<file path="config.mk">
export PLATFORM = sky130hd
export DESIGN_NAME = can_timing_error_flags
export DESIGN_NICKNAME = d
export VERILOG_FILES = /design/src/rtl/can_timing_flags_pkg.sv /design/src/rtl/can_timing_error_flags.sv
export SDC_FILE = /design/constraint.sdc
export NUM_CORES = 1
export LEC_CHECK = 0
export ABC_AREA = 1
export ABC_CLOCK_PERIOD_IN_PS = 2240
export BUFFER_PORTS_ARGS = -buffer_cell sky130_fd_sc_hd__buf_2
export CORE_MARGIN = 2
export CORE_UTILIZATION = 54
export DETAILED_ROUTE_END_ITERATION = 6
export PLACE_DENSITY = 0.8
export SYNTH_ARGS = -nofsm -noshare
export SYNTH_HDL_FRONTEND = slang
export SYNTH_SLANG_ARGS = --single-unit
export TNS_END_PERCENT = 10
</file>
<file path="constraint.sdc">
create_clock -name clk_sys -period 2.24 [get_ports clk_sys]
set_clock_uncertainty 0.1 [all_clocks]
set_input_delay 0.112 -clock clk_sys [delete_from_list [all_inputs] [get_ports clk_sys]]
set_output_delay 0.112 -clock clk_sys [all_outputs]
set_load 0.05 [all_outputs]
</file>
<file path="src/rtl/can_timing_flags_pkg.sv">
`default_nettype none
package can_timing_flags_pkg;
    // ****************************************
    // Register map
    // ****************************************
    localparam logic [3:0] ADDR_MODE_CTRL    = 4'h0;
    localparam logic [3:0] ADDR_PRESCALE     = 4'h2;
    localparam logic [3:0] ADDR_BIT_TIMING   = 4'h3;
    localparam logic [3:0] ADDR_RX_FLAGS     = 4'h4;
    localparam logic [3:0] ADDR_RX_IRQ_EN    = 4'h5;
    localparam logic [3:0] ADDR_TX_FLAGS     = 4'h6;
    localparam logic [3:0] ADDR_RX_ERR_COUNT = 4'hE;
    localparam logic [3:0] ADDR_TX_ERR_COUNT = 4'hF;
    // ****************************************
    // Field positions and reset values
    // ****************************************
    localparam int SOFT_RESET_BIT  = 0;
    localparam int SLEEP_REQ_BIT   = 1;
    localparam int TRIPLE_BIT      = 7;
    localparam int SPAN_ONE_LSB    = 0;
    localparam int SPAN_TWO_LSB    = 4;
    localparam int WAKE_BIT        = 7;
    localparam int RX_WARN_BIT     = 6;
    localparam int TX_WARN_BIT     = 5;
    localparam int RX_PASSIVE_BIT  = 4;
    localparam int TX_PASSIVE_BIT  = 3;
    localparam int BUS_OFF_BIT     = 2;
    localparam int OVERRUN_BIT     = 1;
    localparam int RX_FULL_BIT     = 0;
    localparam int ABORT_ACK_LSB   = 4;
    localparam int TX_BUFFERS      = 3;
    localparam logic [7:0] MODE_CTRL_RESET  = 8'h01;
    localparam logic [7:0] BYTE_ZERO        = 8'h00;
    localparam logic [2:0] TX_EMPTY_RESET   = 3'h7;
    localparam logic [7:0] ERROR_FLAG_MASK  = 8'h7E;
    // ****************************************
    // Error counter thresholds and bus-off recovery counts
    // ****************************************
    localparam logic [8:0] WARN_LIMIT    = 9'h060;
    localparam logic [8:0] PASSIVE_LIMIT = 9'h07F;
    localparam logic [8:0] BUS_OFF_LIMIT = 9'h0FF;
    localparam int RECESSIVE_RUN     = 11;
    localparam int RECOVERY_RUNS     = 128;
    localparam logic [3:0] RUN_LAST  = 4'(RECESSIVE_RUN - 1);
    localparam logic [7:0] RUNS_LAST = 8'(RECOVERY_RUNS - 1);
endpackage : can_timing_flags_pkg
`default_nettype wire
</file>
<file path="src/rtl/can_timing_error_flags.sv">
// Decided for this implementation: the register offsets and strobed register access.
`default_nettype none
module can_timing_error_flags
    import can_timing_flags_pkg::*;
(
    input  wire logic                  clk_sys,
    input  wire logic                  rst_n,
    input  wire logic [3:0]            reg_addr,
    input  wire logic [7:0]            reg_wdata,
    input  wire logic                  reg_write,
    input  wire logic                  reg_read,
    output logic      [7:0]            reg_rdata,
    input  wire logic                  bus_rx,
    input  wire logic                  quantum_tick,
    input  wire logic                  sample_tick,
    input  wire logic                  bit_tick,
    input  wire logic [8:0]            rx_error_count,
    input  wire logic [8:0]            tx_error_count,
    input  wire logic                  overrun_event,
    input  wire logic                  rx_message_done,
    input  wire logic [TX_BUFFERS-1:0] tx_done,
    input  wire logic [TX_BUFFERS-1:0] tx_aborted,
    output logic                       sampled_bit,
    output logic                       triple_vote_sel,
    output logic      [3:0]            phase_span_one,
    output logic      [2:0]            phase_span_two,
    output logic      [4:0]            seg_one_quanta,
    output logic      [3:0]            seg_two_quanta,
    output logic      [5:0]            quanta_per_bit,
    output logic      [5:0]            prescale_value,
    output logic                       soft_reset_req,
    output logic                       transfer_abort,
    output logic                       exchange_allowed,
    output logic                       wake_irq,
    output logic                       error_irq,
    output logic                       rx_irq
);
    // ****************************************
    // Register state
    // ****************************************
    logic [7:0]            mode_ctrl;
    logic [7:0]            prescale;
    logic [7:0]            bit_timing_segments;
    logic [7:0]            receiver_status_flags;
    logic [7:0]            receiver_interrupt_enables;
    logic [TX_BUFFERS-1:0] abort_ack_flag;
    logic [TX_BUFFERS-1:0] tx_empty_flag;
    logic [7:0]            transmit_status_flags;
    logic [7:0]            flag_set;
    logic [7:0]            flag_cond;
    logic [7:0]            wr_clear;
    logic                  bus_off_flag;
    logic                  sleep_mode;
    logic                  bus_prev;
    logic [2:0]            sample_hist;
    logic [3:0]            run_count;
    logic [7:0]            run_total;
    logic                  recovered;
    logic                  hard_or_soft;
    logic                  mode_write;
    logic                  prescale_write;
    logic                  timing_write;
    logic                  rx_flags_write;
    logic                  rx_en_write;
    logic                  tx_flags_write;
    logic                  rx_over_warn;
    logic                  tx_over_warn;
    logic                  rx_over_passive;
    logic                  tx_over_passive;
    logic                  tx_over_bus_off;
    logic                  any_passive;
    logic                  majority;
    logic                  run_end;
    logic [7:0]            irq_active;
    logic [7:0]            next_rdata;
    logic [TX_BUFFERS-1:0] tx_event;
    logic [TX_BUFFERS-1:0] tx_clear;

    assign soft_reset_req = mode_ctrl[SOFT_RESET_BIT];
    assign sleep_mode     = mode_ctrl[SLEEP_REQ_BIT];
    assign hard_or_soft   = !rst_n || soft_reset_req;
    assign transfer_abort = soft_reset_req;
    assign bus_off_flag   = receiver_status_flags[BUS_OFF_BIT];

    // ****************************************
    // Write decode
    // ****************************************
    // Locked registers qualify on soft reset here, so no path can bypass it
    assign mode_write     = reg_write && reg_addr == ADDR_MODE_CTRL;
    assign prescale_write = reg_write && reg_addr == ADDR_PRESCALE && soft_reset_req;
    assign timing_write   = reg_write && reg_addr == ADDR_BIT_TIMING && soft_reset_req;
    assign rx_flags_write = reg_write && reg_addr == ADDR_RX_FLAGS;
    assign rx_en_write    = reg_write && reg_addr == ADDR_RX_IRQ_EN;
    assign tx_flags_write = reg_write && reg_addr == ADDR_TX_FLAGS;

    // ****************************************
    // Mode control and prescaler
    // ****************************************
    always_ff @(posedge clk_sys) begin
        if (!rst_n) begin
            mode_ctrl <= MODE_CTRL_RESET;
        end else if (mode_write) begin
            mode_ctrl <= reg_wdata;
        end
    end

    always_ff @(posedge clk_sys) begin
        if (!rst_n) begin
            prescale <= BYTE_ZERO;
        end else if (prescale_write) begin
            prescale <= reg_wdata;
        end
    end

    // ****************************************
    // Bit timing
    // ****************************************
    always_ff @(posedge clk_sys) begin
        if (!rst_n) begin
            bit_timing_segments <= BYTE_ZERO;
        end else if (timing_write) begin
            bit_timing_segments <= reg_wdata;
        end
    end

    assign triple_vote_sel = bit_timing_segments[TRIPLE_BIT];
    assign phase_span_one  = bit_timing_segments[SPAN_ONE_LSB +: 4];
    assign phase_span_two  = bit_timing_segments[SPAN_TWO_LSB +: 3];
    assign seg_one_quanta  = {1'b0, phase_span_one} + 5'd1;
    assign seg_two_quanta  = {1'b0, phase_span_two} + 4'd1;
    // Sync segment of one quantum precedes both segments
    assign quanta_per_bit  = 6'd1 + {1'b0, seg_one_quanta} + {2'b00, seg_two_quanta};
    assign prescale_value  = prescale[5:0];
    // Vote on the two earlier quanta and the live level at the sample point
    assign majority        = (sample_hist[1] & sample_hist[0]) | (sample_hist[1] & bus_rx)
                             | (sample_hist[0] & bus_rx);

    // Samples shift on each quantum; vote taken at the sample point
    always_ff @(posedge clk_sys) begin
        if (!rst_n) begin
            sample_hist <= 3'h7;
            sampled_bit <= 1'b1;
        end else begin
            if (quantum_tick) begin
                sample_hist <= {sample_hist[1:0], bus_rx};
            end
            if (sample_tick) begin
                if (triple_vote_sel) begin
                    sampled_bit <= majority;
                end else begin
                    sampled_bit <= bus_rx;
                end
            end
        end
    end

    // ****************************************
    // Bus-off recovery: 128 runs of 11 recessive bits
    // ****************************************
    always_ff @(posedge clk_sys) begin
        if (hard_or_soft || !bus_off_flag) begin
            run_count <= 4'h0;
            run_total <= BYTE_ZERO;
            recovered <= 1'b0;
        end else if (bit_tick) begin
            // A dominant bit restarts the current run, not the total
            if (!sampled_bit) begin
                run_count <= 4'h0;
            end else if (run_end) begin
                run_count <= 4'h0;
                if (run_total == RUNS_LAST) begin
                    recovered <= 1'b1;
                end else begin
                    run_total <= run_total + 8'd1;
                end
            end else begin
                run_count <= run_count + 4'd1;
            end
        end
    end

    // ****************************************
    // Receiver flags
    // ****************************************
    always_ff @(posedge clk_sys) begin
        if (!rst_n) begin
            bus_prev <= 1'b1;
        end else begin
            bus_prev <= bus_rx;
        end
    end

    // ****************************************
    // Counter thresholds
    // ****************************************
    assign rx_over_warn    = rx_error_count > WARN_LIMIT;
    assign tx_over_warn    = tx_error_count > WARN_LIMIT;
    assign rx_over_passive = rx_error_count > PASSIVE_LIMIT;
    assign tx_over_passive = tx_error_count > PASSIVE_LIMIT;
    assign tx_over_bus_off = tx_error_count > BUS_OFF_LIMIT;
    assign any_passive     = receiver_status_flags[RX_PASSIVE_BIT] || receiver_status_flags[TX_PASSIVE_BIT];
    assign run_end         = run_count == RUN_LAST;

    // Falling edge only, so a bus held dominant sets the flag once
    assign flag_set[WAKE_BIT]       = sleep_mode && bus_prev && !bus_rx;
    assign flag_set[RX_WARN_BIT]    = rx_over_warn
                                      && !(any_passive || bus_off_flag);
    assign flag_set[TX_WARN_BIT]    = tx_over_warn
                                      && !(any_passive || bus_off_flag);
    assign flag_set[RX_PASSIVE_BIT] = rx_over_passive && !bus_off_flag;
    assign flag_set[TX_PASSIVE_BIT] = tx_over_passive && !bus_off_flag;
    assign flag_set[BUS_OFF_BIT]    = tx_over_bus_off;
    assign flag_set[OVERRUN_BIT]    = overrun_event;
    assign flag_set[RX_FULL_BIT]    = rx_message_done && !receiver_status_flags[RX_FULL_BIT];

    // Conditions still holding block a clear
    assign flag_cond[WAKE_BIT]       = flag_set[WAKE_BIT];
    assign flag_cond[RX_WARN_BIT]    = rx_over_warn;
    assign flag_cond[TX_WARN_BIT]    = tx_over_warn;
    assign flag_cond[RX_PASSIVE_BIT] = rx_over_passive;
    assign flag_cond[TX_PASSIVE_BIT] = tx_over_passive;
    assign flag_cond[BUS_OFF_BIT]    = !recovered;
    assign flag_cond[OVERRUN_BIT]    = overrun_event;
    assign flag_cond[RX_FULL_BIT]    = 1'b0;

    assign wr_clear = rx_flags_write ? reg_wdata : BYTE_ZERO;

    // Set beats clear, so an event in the clearing cycle is kept, save a message done while the receive-full flag is already set
    genvar gi;
    generate
        for (gi = 0; gi < 8; gi++) begin : g_rx_flag
            always_ff @(posedge clk_sys) begin
                if (hard_or_soft) begin
                    receiver_status_flags[gi] <= 1'b0;
                end else if (flag_set[gi]) begin
                    receiver_status_flags[gi] <= 1'b1;
                end else if (wr_clear[gi] && !flag_cond[gi]) begin
                    receiver_status_flags[gi] <= 1'b0;
                end
            end
        end
    endgenerate

    // Exchange only into a released foreground buffer
    assign exchange_allowed = !receiver_status_flags[RX_FULL_BIT] && !soft_reset_req;

    // ****************************************
    // Interrupt enables and outputs
    // ****************************************
    always_ff @(posedge clk_sys) begin
        if (hard_or_soft) begin
            receiver_interrupt_enables <= BYTE_ZERO;
        end else if (rx_en_write) begin
            receiver_interrupt_enables <= reg_wdata;
        end
    end

    // Level outputs, so they drop as soon as flags clear
    assign irq_active = receiver_status_flags & receiver_interrupt_enables;
    assign wake_irq  = irq_active[WAKE_BIT];
    assign error_irq = |(irq_active & ERROR_FLAG_MASK);
    assign rx_irq    = irq_active[RX_FULL_BIT];

    // ****************************************
    // Transmit flags
    // ****************************************
    assign tx_event = tx_done | tx_aborted;
    assign tx_clear = tx_flags_write ? reg_wdata[TX_BUFFERS-1:0] : {TX_BUFFERS{1'b0}};

    // Clearing an empty flag takes its abort ack along, so no stale ack survives
    generate
        for (gi = 0; gi < TX_BUFFERS; gi++) begin : g_tx_flag
            always_ff @(posedge clk_sys) begin
                if (hard_or_soft) begin
                    tx_empty_flag[gi]  <= TX_EMPTY_RESET[gi];
                    abort_ack_flag[gi] <= 1'b0;
                end else if (tx_event[gi]) begin
                    tx_empty_flag[gi]  <= 1'b1;
                    abort_ack_flag[gi] <= tx_aborted[gi];
                end else if (tx_clear[gi]) begin
                    tx_empty_flag[gi]  <= 1'b0;
                    abort_ack_flag[gi] <= 1'b0;
                end
            end
        end
    endgenerate

    assign transmit_status_flags = {1'b0, abort_ack_flag, 1'b0, tx_empty_flag};

    // ****************************************
    // Read port
    // ****************************************
    // Counters show only their low byte; the transmit counter's ninth bit is seen as bus-off
    always_comb begin
        next_rdata = BYTE_ZERO;
        if (reg_read) begin
            unique case (reg_addr)
                ADDR_MODE_CTRL:    next_rdata = mode_ctrl;
                ADDR_PRESCALE:     next_rdata = prescale;
                ADDR_BIT_TIMING:   next_rdata = bit_timing_segments;
                ADDR_RX_FLAGS:     next_rdata = receiver_status_flags;
                ADDR_RX_IRQ_EN:    next_rdata = receiver_interrupt_enables;
                ADDR_TX_FLAGS:     next_rdata = transmit_status_flags;
                ADDR_RX_ERR_COUNT: next_rdata = rx_error_count[7:0];
                ADDR_TX_ERR_COUNT: next_rdata = tx_error_count[7:0];
                default:           next_rdata = BYTE_ZERO;
            endcase
        end
    end

    // Read data stands one cycle for each cycle of reg_read, then returns to zero
    always_ff @(posedge clk_sys) begin
        if (!rst_n) begin
            reg_rdata <= BYTE_ZERO;
        end else begin
            reg_rdata <= next_rdata;
        end
    end
endmodule : can_timing_error_flags
`default_nettype wire

</file>
## Yosys cells after proc, flatten, opt, wreduce, memory -nomap -nowiden

Index checks and enable logic that the tools add are counted.
Widths: inputs -> output; s select.

- Register bits: 71
- Input bits: 46
- Output and inout bits: 44
- Logic and storage cells: 139

- $add $sub $neg: 6
- $lt $le $gt $ge: 5
- Equality and inequality tests: 9
- Multiplexer cells: 28
- Bitwise logic cells: 8
- Reduce and logical (&&, ||, !) cells: 58

Operators with widths:

| cell | count |
|---|---|
| $pmux 8 s8 | 1 |
| $gt 9x7->1 const B | 4 |
| $logic_and 1x1->1 | 23 |
| $mux 1 | 23 |
| $reduce_bool 2->1 | 11 |
| $eq 4x3->1 const B | 3 |
| $eq 4x4->1 const B | 3 |
| $logic_not 1->1 | 12 |
| $gt 9x8->1 const B | 1 |
| $add 8x1->8 const B | 1 |
| $and 8x8->8 | 1 |
| $eq 4x2->1 const B | 2 |
| $eq 8x7->1 const B | 1 |
| $mux 4 | 2 |
| $mux 8 | 1 |
| $reduce_and 4->1 | 2 |
| $add 1x5->6 const A | 1 |
| $add 6x4->6 | 1 |
| $reduce_or 2->1 | 3 |
| $reduce_or 6->1 | 1 |
| $add 4x1->5 const B | 1 |
| $add 3x1->4 const B | 1 |
| $add 4x1->4 const B | 1 |
| $logic_not 4->1 | 1 |
| other kinds (7) | 13 |

## Longest topological paths before layout

- Depth after elaboration: 6
- Mapped depth: 8
- Mapped depth without buffers: 8

## Least setup slack after synthesis

OpenSTA, ideal clock, no wires.

- Path type: reg-to-output
- Start point: reg bit_timing_segments[0]
- End point: out quanta_per_bit[3]
- Arrival: 3.337 ns
- Required time: 2.028 ns
- Path slack: -1.309 ns
- Cell stages (with the launch flop): 7
- Path buffers: 0
- Cells stage by stage: dfxtp_1 ha_1 xor2_1 ha_1 a21oi_1 o21ai_0 xnor2_1

- Cells in the longest elaborated chain, start to end: 3

RTL lines:

| what | line | text |
|---|---|---|
| start: declaration | can_timing_error_flags.sv:43 | `logic [7:0] bit_timing_segments;` |
| start signal: assignment | can_timing_error_flags.sv:122 | `bit_timing_segments <= reg_wdata;` |
| $add 4x1->5 | can_timing_error_flags.sv:129 | `assign seg_one_quanta = {1'b0, phase_span_one} + 5'd1;` |
| net seg_one_quanta[2] | can_timing_error_flags.sv:27 | `output logic [4:0] seg_one_quanta,` |
| $add 1x5->6 | can_timing_error_flags.sv:132 | `assign quanta_per_bit = 6'd1 + {1'b0, seg_one_quanta} + {2'b00, seg_two_quanta};` |
| $add 6x4->6 | can_timing_error_flags.sv:132 |  |
| end: declaration | can_timing_error_flags.sv:29 | `output logic [5:0] quanta_per_bit,` |

The timed path passes the listed nets, and every way through them passes these cells.

## Worst setup path in the final report

- Start point: reg bit_timing_segments[4]
- End point: out quanta_per_bit[5]

- Cells in the longest elaborated chain, start to end: 2

RTL lines:

| what | line | text |
|---|---|---|
| $add 3x1->4 | can_timing_error_flags.sv:130 | `assign seg_two_quanta = {1'b0, phase_span_two} + 4'd1;` |
| $add 6x4->6 | can_timing_error_flags.sv:132 |  |

No other way between the ends.

==> flow_summary.yaml <==
synth:
  synth_nets: 600
  ys.flop_type: "dfxtp_1"
  syn_area_per_cell_um2: 6.99
  synth_seq_cells: 71
  synth.most_common_cell: "nand2_1"
  syn_area_mm2: 0.00380
  syn_inst: 544
  yosysSeqAreaShare_pct: 37.4
  yosysUniqueCellTypes: 34
  yosysWarnings: 0
  synthTopCellsByArea: "dfxtp_1 (37%), nand2_1 (11%), a21oi_1 (8.6%)"
  ys_async_sr_fraction_pct: 0
  yosysTopAreaCell: "dfxtp_1"
  ys_top_cells_by_count: "nand2_1 (114), dfxtp_1 (71), inv_1 (70)"
  synth_top_area_share_pct: 37.4
  synth_edf_count: 0
detailed_routing:
  via_per_inst: 5.25
  drc: 0
  route.met2.wl_um: 5230
  drt-total-wl_um: 10700
  detail-route-antenna-nets: 0
  drt-met1-wl_um: 4620
  wl_per_cell_um: 14.2
  drtIter0Drc: 370
  dr_wl_met3_um: 620
  firstDrtPassIters: 6
  top_layer: "met4"
  vias: 3967
power:
  p_comb_share_pct: 13.6
  p_int_mw: 1.85
  power_frac_seq_pct: 50.2
  power_density_mw_per_mm2: 521
  switching_share_pct: 27.8
  switching_power_mw: 0.714
  clkPwrFrac_pct: 36.2
  ir_drop_mv: 0.345
  leakagePower_nw: 2.10
  p_total_mw: 2.56
run:
  max_cap_viol_count: 0
layout:
  final_core_util_pct: 72.4
  nets: 711
  multi_input_area_mm2: 0.00213
  syn_to_final_growth_pct: 29.5
  seq_area_mm2: 0.00144
  layout-drive-gt1-share_pct: 24.8
  n_antenna_cell: 0
  fill_cells: 568
setup_path:
  endpoint_kind: "output port"
  rr_worst_depth: 5
  r2r_slack_ns: 0.36
  crit_fanout: 5
  r2r_start: "mode_ctrl[0]$_SDFFE_PN1P_"
  cp_data_arrival_time_ns: 2.05
  start_kind: "flop"
  crit_type: "reg -> out"
  r2r_end: "transmit_status_flags[1]$_SDFFE_PP1P_"
  crit_required_ns: 2.03
  startpoint: "bit_timing_segments[4]$_SDFFE_PN0P_"
clocking:
  clock-sinks: 71
  clkLatencyLatePin_ns: 0.35
  htree_levels: 3
  clockRootBuffer: "clkbuf_8"
  clkTransAtPathRegs_ns: 0.07
  numCtsBuffers: 9
  tritoncts: "built"
  cts_buffer_depth: 2
global_routing:
  grt_pass1_vias: 3621
  overflow: 0
  antenna_found_initial: 0
  grt_max_degree: 22
  grt_first_pass_wirelength_um: 16800
  grt_use_total_pct: 28.0
floorplan:
  initial_core_util_pct: 55.9
  dieArea_mm2: 0.00772
  coreArea_mm2: 0.00679
  fp.dieH_um: 87.9
  pin_count: 90
  rows: 30
  fp.dieW_um: 87.9
placed_design:
  pre_cts_ws_ns: 0.0993
  port_buffers: 89
  dp_hpwl_um: 7660
  routabilityCongestion: 0.896
run_status:
  failed_checks: "negative setup slack"
  status: "finished with violations"
sta:
  hold_viol_final: 0
  finalWorstSetupSlack_ns: -0.0188
  finalCriticalPeriod_ns: 2.26
  max_slew.worst_pin.slew_ns: 0.513
  rsz0062_at_grt: "yes"
  setup_tns_ns: -0.0239
  whs_ns: 0.00676
  finalSetupViolations: 2
  slew_viol_final: 0
  slew_headroom_pct: 65.7
  fmax_ghz: 0.443
  layout_worst_path_cycle_share_pct: 101
hold_path:
  worstHoldPathType: "in -> reg"
  holdPathStages: 3
  min_to: "receiver_status_flags[4]$_SDFFE_PP0P_"
  min-delay-start: "rx_error_count[8]"
[registers in the layout (all words and copies together), names as in the netlist]
| signal | cells |
|---|---|
| abort_ack_flag | 3 |
| bit_timing_segments | 8 |
| bus_off_flag | 1 |
| bus_prev | 1 |
| mode_ctrl | 8 |
| prescale | 8 |
| receiver_interrupt_enables | 8 |
| receiver_status_flags | 7 |
| recovered | 1 |
| reg_rdata | 8 |
| run_count | 4 |
| run_total | 8 |
| sample_hist | 2 |
| sampled_bit | 1 |
| transmit_status_flags | 3 |
[worst max-delay path, cell delays in order (launching register included)]
cell	delay, ns
dfxtp_4	0.37
ha_4	0.18
xor2_4	0.16
ha_4	0.32
nand2_4	0.07
o21ai_4	0.19
nand3_2	0.11
a21oi_4	0.13
buf_6	0.18
[cell usage in the layout, fill, tap and decap left out, drive strengths merged]
cell	count
a31oi	3
dlygate4sd3	23
nand2	117
o211ai	3
nand4	5
nor3b	1
nor2	42
buf	96
xnor2	3
fa	1
inv	76
dfxtp	71
o22ai	1
a21boi	2
nand3b	1
a21oi	67
clkinv	4
o21ai	49
xor2	5
nand3	64
nor3	3
clkbuf	13
ha	9
clkinvlp	1
[worst max path at each step]
stage / slack [ns] / endpoint / cells after the start
6_report: -0.02 / quanta_per_bit[5] / 8
2_1_floorplan: -0.05 / quanta_per_bit[3] / 6
5_1_grt: -0.07 / quanta_per_bit[5] / 8
3_5_place_dp: 0.1 / quanta_per_bit[4] / 7
3_3_place_gp: 0.13 / quanta_per_bit[4] / 7
4_1_cts: -0.0003 / quanta_per_bit[5] / 8
[per-layer routing]
layer / track usage (%) / vias up
li1: - / 1999
met2: 48.1 / 141
met4: 10.2 / 0
met3: 4.71 / 24
met5: 0 / -
met1: 35.4 / 1803
[repair_timing]
item,CTS,global route
endpoints found under the setup margin,3,3
setup buffers,1,3
hold buffers,23,0
endpoints found under the hold margin,26,0
pin swaps,5,10
gates resized for setup,11,12
[layout make-up]
class	instances	share of cell area [%]
clock buffers	13	3.23
clock inverters	3	0.331
inverters	78	6.05
multi-input cells	376	43.3
flip-flops and latches	71	29.3
well taps	96	2.44
repair buffers	119	15.3
[per-stage QoR]
step / cells / area [µm²]
final: 756 / 4920
after floorplan: 544 / 3950
after global placement: 713 / 4400
after global routing: 756 / 4920
after detailed placement: 713 / 4400
after CTS: 753 / 4840
[cells by family (layout without fill, tap and decap cells)]
| family | Yosys count | count (layout) | share of synthesized area [%] |
|---|---|---|---|
| compound gates | 125 | 125 | 17.3 |
| xor+xnor | 8 | 8 | 1.84 |
| fa+ha+maj | 10 | 10 | 3.49 |
| buf+inv | 97 | 213 | 11.3 |
| flops | 71 | 71 | 37.4 |
| simple gates | 233 | 233 | 28.6 |
[power by group through the flow]
stage                     logic, mW  clock network (mW)  registers (mW)
after floorplan               0.176                   0            1.34
after global placement        0.297                   0            1.31
after detailed placement      0.302                   0            1.32
after CTS                     0.333               0.933            1.29
after global routing          0.373               0.986            1.29
final                         0.348               0.930            1.29
(Power assumes the default switching activity.)
